## config.mk

```make
export PLATFORM = sky130hd
export DESIGN_NAME = acr_ctrl
export DESIGN_NICKNAME = d
export VERILOG_FILES = /design/src/acr_pkg.sv /design/src/acr_trig_edge.sv /design/src/acr_compare.sv /design/src/acr_ctrl.sv
export SDC_FILE = /design/constraint.sdc
export NUM_CORES = 1
export LEC_CHECK = 0
export BUFFER_PORTS_ARGS = -buffer_cell sky130_fd_sc_hd__buf_2
export CORE_ASPECT_RATIO = 2
export CORE_MARGIN = 3
export CORE_UTILIZATION = 49
export DETAILED_ROUTE_END_ITERATION = 7
export PLACE_DENSITY = 0.73
export SLEW_MARGIN = 30
export SYNTH_ARGS = -nofsm -noshare
export SYNTH_HDL_FRONTEND = slang
export SYNTH_SLANG_ARGS = --single-unit
```

## constraint.sdc

```tcl
create_clock -name clk_sys -period 2.6 [get_ports clk_sys]
set_clock_uncertainty 0.1 [all_clocks]
set_input_delay 0.52 -clock clk_sys [delete_from_list [all_inputs] [get_ports clk_sys]]
set_output_delay 0.52 -clock clk_sys [all_outputs]
set_load 0.03 [all_outputs]
```

## src/acr_pkg.sv

```systemverilog
// package with register map, fields and types of the converter control block
package acr_pkg;
	localparam logic [2:0] OFS_SC1 = 3'h0;
	localparam logic [2:0] OFS_SC2 = 3'h1;
	localparam logic [2:0] OFS_RH = 3'h2;
	localparam logic [2:0] OFS_RL = 3'h3;
	localparam logic [2:0] OFS_CVH = 3'h4;
	localparam logic [2:0] OFS_CVL = 3'h5;
	localparam logic [2:0] OFS_CFG = 3'h6;
	localparam int DONE_BIT = 7;
	localparam int IE_BIT = 6;
	localparam int CONT_BIT = 5;
	localparam int ACT_BIT = 7;
	localparam int TRG_BIT = 6;
	localparam int CMPEN_BIT = 5;
	localparam int CMPGE_BIT = 4;
	localparam int MODE_LSB = 2;
	localparam logic [4:0] CH_LAST_INPUT = 5'h1b;
	localparam logic [4:0] CH_RESERVED = 5'h1c;
	localparam logic [4:0] CH_REFH = 5'h1d;
	localparam logic [4:0] CH_REFL = 5'h1e;
	localparam logic [4:0] CH_OFF = 5'h1f;
	localparam logic [1:0] MODE_8 = 2'h0;
	localparam logic [1:0] MODE_10 = 2'h2;
	localparam logic [4:0] CH_RESET = 5'h1f;
	localparam logic [7:0] CFG_RESET = 8'h00;
	localparam logic [9:0] CV_RESET = 10'h000;

	typedef struct packed {
		logic wr;
		logic rd;
		logic [2:0] addr;
		logic [7:0] wdata;
	} acr_bus_t;

	typedef enum logic [0:0] {
		ST_IDLE = 1'b0,
		ST_CONV = 1'b1
	} acr_state_t;

	typedef enum logic [2:0] {
		SRC_INPUT = 3'b000,
		SRC_REFH = 3'b001,
		SRC_REFL = 3'b010,
		SRC_NONE = 3'b011,
		SRC_OFF = 3'b100
	} acr_src_t;

	// classify a channel code
	function automatic acr_src_t chan_kind(input logic [4:0] ch);
		acr_src_t k;
		k = SRC_NONE;
		if (ch <= CH_LAST_INPUT) k = SRC_INPUT;
		else if (ch == CH_REFH) k = SRC_REFH;
		else if (ch == CH_REFL) k = SRC_REFL;
		else if (ch == CH_OFF) k = SRC_OFF;
		return k;
	endfunction
endpackage

```

## src/acr_trig_edge.sv

```systemverilog
// rising-edge detector for the hardware trigger input
module acr_trig_edge (
	// clock and reset
	input wire logic clk_sys,
	input wire logic rst_n,
	// trigger
	input wire logic trig_in,
	output logic trig_evt
);
	logic prev_reg;
	logic prev_next;

	// next value of the previous-level store
	always_comb begin
		prev_next = trig_in;
	end

	always_ff @(posedge clk_sys or negedge rst_n) begin
		if (!rst_n) prev_reg <= 1'b1;
		else prev_reg <= prev_next;
	end

	// one event per assertion, a held level is not retaken
	assign trig_evt = trig_in && !prev_reg;
endmodule // acr_trig_edge

```

## src/acr_compare.sv

```systemverilog
// automatic compare of a result against the programmed value
module acr_compare (
	// operands
	input wire logic [9:0] result,
	input wire logic [9:0] cmp_val,
	// setup
	input wire logic mode10,
	input wire logic ge_sel,
	output logic hit
);
	logic [9:0] a;
	logic [9:0] b;

	// high bits only take part in 10-bit mode
	always_comb begin
		a = mode10 ? result : {2'h0, result[7:0]};
		b = mode10 ? cmp_val : {2'h0, cmp_val[7:0]};
		hit = ge_sel ? (a >= b) : (a < b);
	end
endmodule // acr_compare

```

## src/acr_ctrl.sv

```systemverilog
// converter control: status/control registers, sequencing, results
module acr_ctrl (
	// clock and reset
	input wire logic clk_sys,
	input wire logic rst_n,
	// register port
	input acr_pkg::acr_bus_t bus_req,
	output logic [7:0] rd_data,
	// periodic trigger from counter
	input wire logic hardware_trigger_in,
	// analog front end
	output logic afe_start,
	output logic afe_abort,
	output logic afe_power,
	output logic [4:0] afe_channel,
	output acr_pkg::acr_src_t afe_src,
	input wire logic afe_done,
	input wire logic [9:0] afe_result,
	// interrupt line
	output logic conv_irq
);
	acr_pkg::acr_state_t state_reg;
	acr_pkg::acr_state_t state_next;
	logic done_reg;
	logic done_next;
	logic ie_reg;
	logic ie_next;
	logic cont_reg;
	logic cont_next;
	logic [4:0] chan_reg;
	logic [4:0] chan_next;
	logic trg_reg;
	logic trg_next;
	logic cmpen_reg;
	logic cmpen_next;
	logic cmpge_reg;
	logic cmpge_next;
	logic [9:0] cv_reg;
	logic [9:0] cv_next;
	logic [7:0] cfg_reg;
	logic [7:0] cfg_next;
	logic [9:0] result_reg;
	logic [9:0] result_next;
	logic lock_reg;
	logic lock_next;
	logic start_reg;
	logic start_next;
	logic abort_reg;
	logic abort_next;
	logic [7:0] rdata_reg;
	logic [7:0] rdata_next;

	logic wr_sc1;
	logic wr_sc2;
	logic wr_cfg;
	logic rd_rh;
	logic rd_rl;
	logic mode10;
	logic hw_evt;
	logic cmp_hit;
	logic conv_end;
	logic store;
	logic go;
	logic mode_change;

	// register strobes decoded from the port
	assign wr_sc1 = bus_req.wr && (bus_req.addr == acr_pkg::OFS_SC1);
	assign wr_sc2 = bus_req.wr && (bus_req.addr == acr_pkg::OFS_SC2);
	assign wr_cfg = bus_req.wr && (bus_req.addr == acr_pkg::OFS_CFG);
	assign rd_rh = bus_req.rd && (bus_req.addr == acr_pkg::OFS_RH);
	assign rd_rl = bus_req.rd && (bus_req.addr == acr_pkg::OFS_RL);
	// reserved codes behave as 8-bit
	assign mode10 = cfg_reg[acr_pkg::MODE_LSB +: 2] == acr_pkg::MODE_10;
	assign mode_change = wr_cfg
		&& (bus_req.wdata[acr_pkg::MODE_LSB +: 2] != cfg_reg[acr_pkg::MODE_LSB +: 2]);

	// hardware trigger edge
	acr_trig_edge u_trig (
		.clk_sys(clk_sys),
		.rst_n(rst_n),
		.trig_in(hardware_trigger_in),
		.trig_evt(hw_evt)
	);

	// compare of the fresh result
	acr_compare u_cmp (
		.result(afe_result),
		.cmp_val(cv_reg),
		.mode10(mode10),
		.ge_sel(cmpge_reg),
		.hit(cmp_hit)
	);

	// end of conversion and whether its result is kept
	// a done pulse while idle is ignored, the converter is not running
	assign conv_end = (state_reg == acr_pkg::ST_CONV) && afe_done;
	assign store = conv_end && (!cmpen_reg || cmp_hit);

	// conversion sequencing
	always_comb begin
		go = 1'b0;
		state_next = state_reg;
		if (wr_sc1) begin
			// software start only with a live channel and software trigger
			if (bus_req.wdata[4:0] != acr_pkg::CH_OFF && !trg_reg) go = 1'b1;
		end else if (conv_end && cont_reg && chan_reg != acr_pkg::CH_OFF) begin
			go = 1'b1;
		// a trigger edge during a conversion is dropped, not queued
		end else if (state_reg == acr_pkg::ST_IDLE && trg_reg && hw_evt
			&& chan_reg != acr_pkg::CH_OFF) begin
			go = 1'b1;
		end
		case (state_reg)
			acr_pkg::ST_IDLE: begin
				if (go) state_next = acr_pkg::ST_CONV;
			end
			acr_pkg::ST_CONV: begin
				// a write aborts; single mode drops back to idle
				if (go) state_next = acr_pkg::ST_CONV;
				else if (wr_sc1 || conv_end) state_next = acr_pkg::ST_IDLE;
			end
			default: state_next = acr_pkg::ST_IDLE;
		endcase
		start_next = go;
		abort_next = wr_sc1 && (state_reg == acr_pkg::ST_CONV) && !conv_end;
	end

	always_ff @(posedge clk_sys or negedge rst_n) begin
		if (!rst_n) begin
			state_reg <= acr_pkg::ST_IDLE;
			start_reg <= 1'b0;
			abort_reg <= 1'b0;
		end else begin
			state_reg <= state_next;
			start_reg <= start_next;
			abort_reg <= abort_next;
		end
	end

	// control fields written by software
	always_comb begin
		ie_next = ie_reg;
		cont_next = cont_reg;
		chan_next = chan_reg;
		trg_next = trg_reg;
		cmpen_next = cmpen_reg;
		cmpge_next = cmpge_reg;
		cv_next = cv_reg;
		cfg_next = cfg_reg;
		if (wr_sc1) begin
			ie_next = bus_req.wdata[acr_pkg::IE_BIT];
			cont_next = bus_req.wdata[acr_pkg::CONT_BIT];
			chan_next = bus_req.wdata[4:0];
		end
		// reserved low bits are not stored and read back as zero
		if (wr_sc2) begin
			trg_next = bus_req.wdata[acr_pkg::TRG_BIT];
			cmpen_next = bus_req.wdata[acr_pkg::CMPEN_BIT];
			cmpge_next = bus_req.wdata[acr_pkg::CMPGE_BIT];
		end
		if (bus_req.wr && bus_req.addr == acr_pkg::OFS_CVH) cv_next[9:8] = bus_req.wdata[1:0];
		if (bus_req.wr && bus_req.addr == acr_pkg::OFS_CVL) cv_next[7:0] = bus_req.wdata;
		if (wr_cfg) cfg_next = bus_req.wdata;
	end

	always_ff @(posedge clk_sys or negedge rst_n) begin
		if (!rst_n) begin
			ie_reg <= 1'b0;
			cont_reg <= 1'b0;
			chan_reg <= acr_pkg::CH_RESET;
			trg_reg <= 1'b0;
			cmpen_reg <= 1'b0;
			cmpge_reg <= 1'b0;
			cv_reg <= acr_pkg::CV_RESET;
			cfg_reg <= acr_pkg::CFG_RESET;
		end else begin
			ie_reg <= ie_next;
			cont_reg <= cont_next;
			chan_reg <= chan_next;
			trg_reg <= trg_next;
			cmpen_reg <= cmpen_next;
			cmpge_reg <= cmpge_next;
			cv_reg <= cv_next;
			cfg_reg <= cfg_next;
		end
	end

	// done flag, result store and read lock
	always_comb begin
		done_next = done_reg;
		result_next = result_reg;
		lock_next = lock_reg;
		if (wr_sc1 || rd_rl) done_next = 1'b0;
		// a kept result in the same cycle as a clear leaves the flag set
		if (store) done_next = 1'b1;
		if (rd_rl) lock_next = 1'b0;
		if (rd_rh && mode10) lock_next = 1'b1;
		if (!mode10) lock_next = 1'b0;
		// old result bits no longer match the new width
		if (mode_change) begin
			result_next = 10'h000;
			lock_next = 1'b0;
		end else if (store && !lock_reg) begin
			result_next = mode10 ? afe_result : {2'h0, afe_result[7:0]};
		end
	end

	always_ff @(posedge clk_sys or negedge rst_n) begin
		if (!rst_n) begin
			done_reg <= 1'b0;
			result_reg <= 10'h000;
			lock_reg <= 1'b0;
		end else begin
			done_reg <= done_next;
			result_reg <= result_next;
			lock_reg <= lock_next;
		end
	end

	// read data, present only in the cycle after the strobe
	always_comb begin
		rdata_next = 8'h00;
		if (bus_req.rd) begin
			case (bus_req.addr)
				acr_pkg::OFS_SC1: rdata_next = {done_reg, ie_reg, cont_reg, chan_reg};
				acr_pkg::OFS_SC2: rdata_next = {state_reg == acr_pkg::ST_CONV, trg_reg,
					cmpen_reg, cmpge_reg, 4'h0};
				acr_pkg::OFS_RH: rdata_next = {6'h00, mode10 ? result_reg[9:8] : 2'h0};
				acr_pkg::OFS_RL: rdata_next = result_reg[7:0];
				acr_pkg::OFS_CVH: rdata_next = {6'h00, cv_reg[9:8]};
				acr_pkg::OFS_CVL: rdata_next = cv_reg[7:0];
				acr_pkg::OFS_CFG: rdata_next = cfg_reg;
				default: rdata_next = 8'h00;
			endcase
		end
	end

	always_ff @(posedge clk_sys or negedge rst_n) begin
		if (!rst_n) rdata_reg <= 8'h00;
		else rdata_reg <= rdata_next;
	end

	// outputs
	assign rd_data = rdata_reg;
	assign afe_start = start_reg;
	assign afe_abort = abort_reg;
	// converter powered only while converting
	assign afe_power = state_reg == acr_pkg::ST_CONV;
	assign afe_channel = chan_reg;
	// the reserved code still converts, it only decodes to none
	assign afe_src = acr_pkg::chan_kind(chan_reg);
	assign conv_irq = done_reg && ie_reg;
endmodule // acr_ctrl

```

==> results.toml <==
[sta]
rsz0062_at_grt = "no"
finalSetupViolations = 0
final.min_clock_period_ns = 2.50
slew_headroom_pct = 58.5
clock.fmax_mhz = 400
min_period_over_period_pct = 96.2
finalSetupTns_ns = 0
final-hold-violation-count = 0
final-max-slew-violation-count = 0
worst_pin_slew_ns = 0.620

[critical_path]
cp_data_required_time_ns = 2.69
path_class = "register to register"
cp_cell_sequence = "nor2b_4 > and2_1 > ha_1 > nand4_1 > buf_4 > o311a_1 > o211ai_1 > a21oi_1 > or2_1"
crit_slowest_cell = "dfrtp_1"
cp_max_fo = 5
end_kind = "register"
crit_path_start_kind = "register"
crit_arrival_ns = 2.59
critPathMaxStageDelay_ns = 0.39

[clock_network]
path_clk_slew_ns = 0.07
cts_buffer_depth = 2
numCtsBuffers = 5
cts_root_buffer = "clkbuf_16"
worstSkewPairLatency_ns = 0.30
cts_tree = "done"
cts_sinks = 52
h-tree-depth = 2
cts_setup_buffers = 0

[detailed_routing]
vias_per_cell = 6.50
vias = 2598
drc = 0
firstDrtPassIters = 4
final_antenna_net_count = 0
wl_per_cell_um = 21.3
wl_mm = 8.53
drt_iter0_markers = 193

[floorplan]
fp.dieW_um = 61.6
start_util_pct = 51.6
pin_count = 47
core_area_um2 = 5860
rows = 39
die-area_um2 = 7210
dieHeight_um = 117

[layout]
seq_area_um2 = 1310
stdcell_area_um2 = 3580
multiInputGateArea_um2 = 1630
antenna_cells = 0
nets = 375
syn_to_final_growth_pct = 18.3
fill_cells = 506
drive_gt1_share_pct = 25.4

[synthesis]
ys_seq_elements = 52
synth-async-reset-ratio_pct = 100
synth_flop_cell = "dfrtp_1"
syn-num-nets = 324
synth_edf_count = 0
ys_warn_count = 0
netlist_area_um2 = 3020
avgSynthCellArea_um2 = 10.5
yosysSeqAreaShare_pct = 43.3
syn_inst = 287
synth_cell_types = 48

[global_routing]
grt_pass1_wl_mm = 13.3
gr-total-overflow = 0
antenna_found_initial = 0
grt_use_total_pct = 25.5
grt_pass1_vias = 2490
grt_max_degree = 28

[run]
drv_cap = 0

[placement]
gp_congestion = 0.913
placed_area_um2 = 3400
dpl.hpwl_mm = 6.68
portBuffers = 46

[power]
p_leak_uw = 0.00159
power_density_nw_per_um2 = 808
ir_drop_mv = 0.556

[status]
status = "completed"

[hold_path]
hp-class = "input port to asynchronous set/reset pin"
[routing by layer]
layer | up-vias | global-route usage [%] | routed length, um
met5 | - | 0 | 0
met4 | 0 | 16.0 | 489
met3 | 27 | 4.28 | 408
met2 | 92 | 44.1 | 4720
met1 | 1286 | 27.5 | 2910
li1 | 1193 | - | -
[per-stage QoR]
| step | setup WS (ns) | power (uW) | util [%] | hold WS, ns | std cells |
|---|---|---|---|---|---|
| finish | 0.0976 | 2890 | 61.1 | 0.122 | 400 |
| global route | 0.0112 | 3050 | 61.1 | 0.163 | 400 |
| CTS | 0.0314 | 2870 | 60.6 | 0.144 | 400 |
| detailed placement | 0.0226 | 2180 | 58.0 | 0.382 | 392 |
| global placement | 0.0977 | 2150 | 58.0 | 0.376 | 392 |
| floorplan | 0.0764 | 1810 | - | 0.124 | 287 |
[cells by family (layout without fill, tap and decap cells)]
| kind of cell | count (synthesis) | in the layout | synth area share, % |
|---|---|---|---|
| buffers and inverters | 27 | 79 | 3.77 |
| xor gates and xnor gates | 2 | 2 | 0.579 |
| muxes | 34 | 34 | 12.6 |
| DFF | 52 | 52 | 43.3 |
| AOI/OAI and AO/OA | 75 | 75 | 20.4 |
| adders and majority gates | 10 | 10 | 4.14 |
| and+or+nand+nor | 87 | 87 | 15.3 |
[area by class of cell]
cell class	instances	area share (%)
repair buffers	62	10.5
clock buffers	6	3.88
inverters	9	0.944
well taps	61	2.13
flip-flops and latches	52	36.6
clock inverters	2	0.385
multi-input cells	208	45.6
[worst max-delay path, delay by kind of cell, from the launching register on]
family                   cells  cell delay, ns
flip-flops                   1            0.39
adder cells (fa/ha/maj)      1            0.30
buffers and inverters        1            0.19
AND/OR/NAND/NOR              4            0.68
AO/OA/AOI/OAI                3            0.73
[worst paths after layout]
| check | cells after the start | slack, ns | start | end |
|---|---|---|---|---|
| worst max-delay path | 9 | 0.1 | cfg_reg[3] | result_reg[8] |
| worst min-delay path | 1 | 0.12 | rst_n | result_reg[8] |
| worst max register to register | 9 | 0.1 | cfg_reg[3] | result_reg[8] |
| worst min register to register | 1 | 0.39 | cfg_reg[4] | cfg_reg[4] |
| max in group asynchronous | 2 | 1.64 | rst_n | u_trig.prev_reg |
| min in group clk_sys | 1 | 0.23 | hardware_trigger_in | u_trig.prev_reg |
[cell usage in the layout, fill, tap and decap left out, types with 8 or more instances in the layout]
cell type	count
buf_2	46
a211oi_1	9
o2111ai_1	8
buf_4	14
nand2_1	35
nand4_1	12
o211ai_1	10
dfrtp_1	46
ha_1	9
inv_1	9
nor2_1	11
a211o_1	8
mux2_1	32
a221oi_1	8
a22oi_1	9
[cells in the mapped netlist (3+ instances only)]
cell | n | area share, %
nand2_1 | 35 | 4.3
nand2b_1 | 3 | 0.62
nor2_1 | 11 | 1.4
a22oi_1 | 9 | 2.2
nand4_1 | 12 | 2.5
inv_1 | 9 | 1.1
a221oi_1 | 8 | 2.3
and2_1 | 4 | 0.83
nor2b_1 | 4 | 0.83
ha_1 | 10 | 4.1
mux2_1 | 32 | 12
buf_2 | 4 | 0.66
o211ai_1 | 10 | 2.5
clkbuf_1 | 13 | 1.6
a211o_1 | 8 | 2.3
a211oi_1 | 9 | 2.2
a21oi_1 | 3 | 0.50
o2111ai_1 | 8 | 2.3
and3_1 | 4 | 0.83
dfstp_2 | 6 | 5.2
nand3_1 | 3 | 0.50
dfrtp_1 | 46 | 38
o21ai_0 | 4 | 0.66
[where the power goes]
part           total, uW  switching (uW)  leakage (uW)  internal [uW]
registers           1200             193      0.000644           1000
clock network        694             309     0.0000772            386
logic               1000             577      0.000868            424
total               2890            1080       0.00159           1810
[timing repair]
item                                    CTS  global route
hold buffers                              0             0
endpoints found under the hold margin     0             0
endpoints found under the setup margin    0            10
resized for setup                         0             4
(Power assumes the default switching activity.)
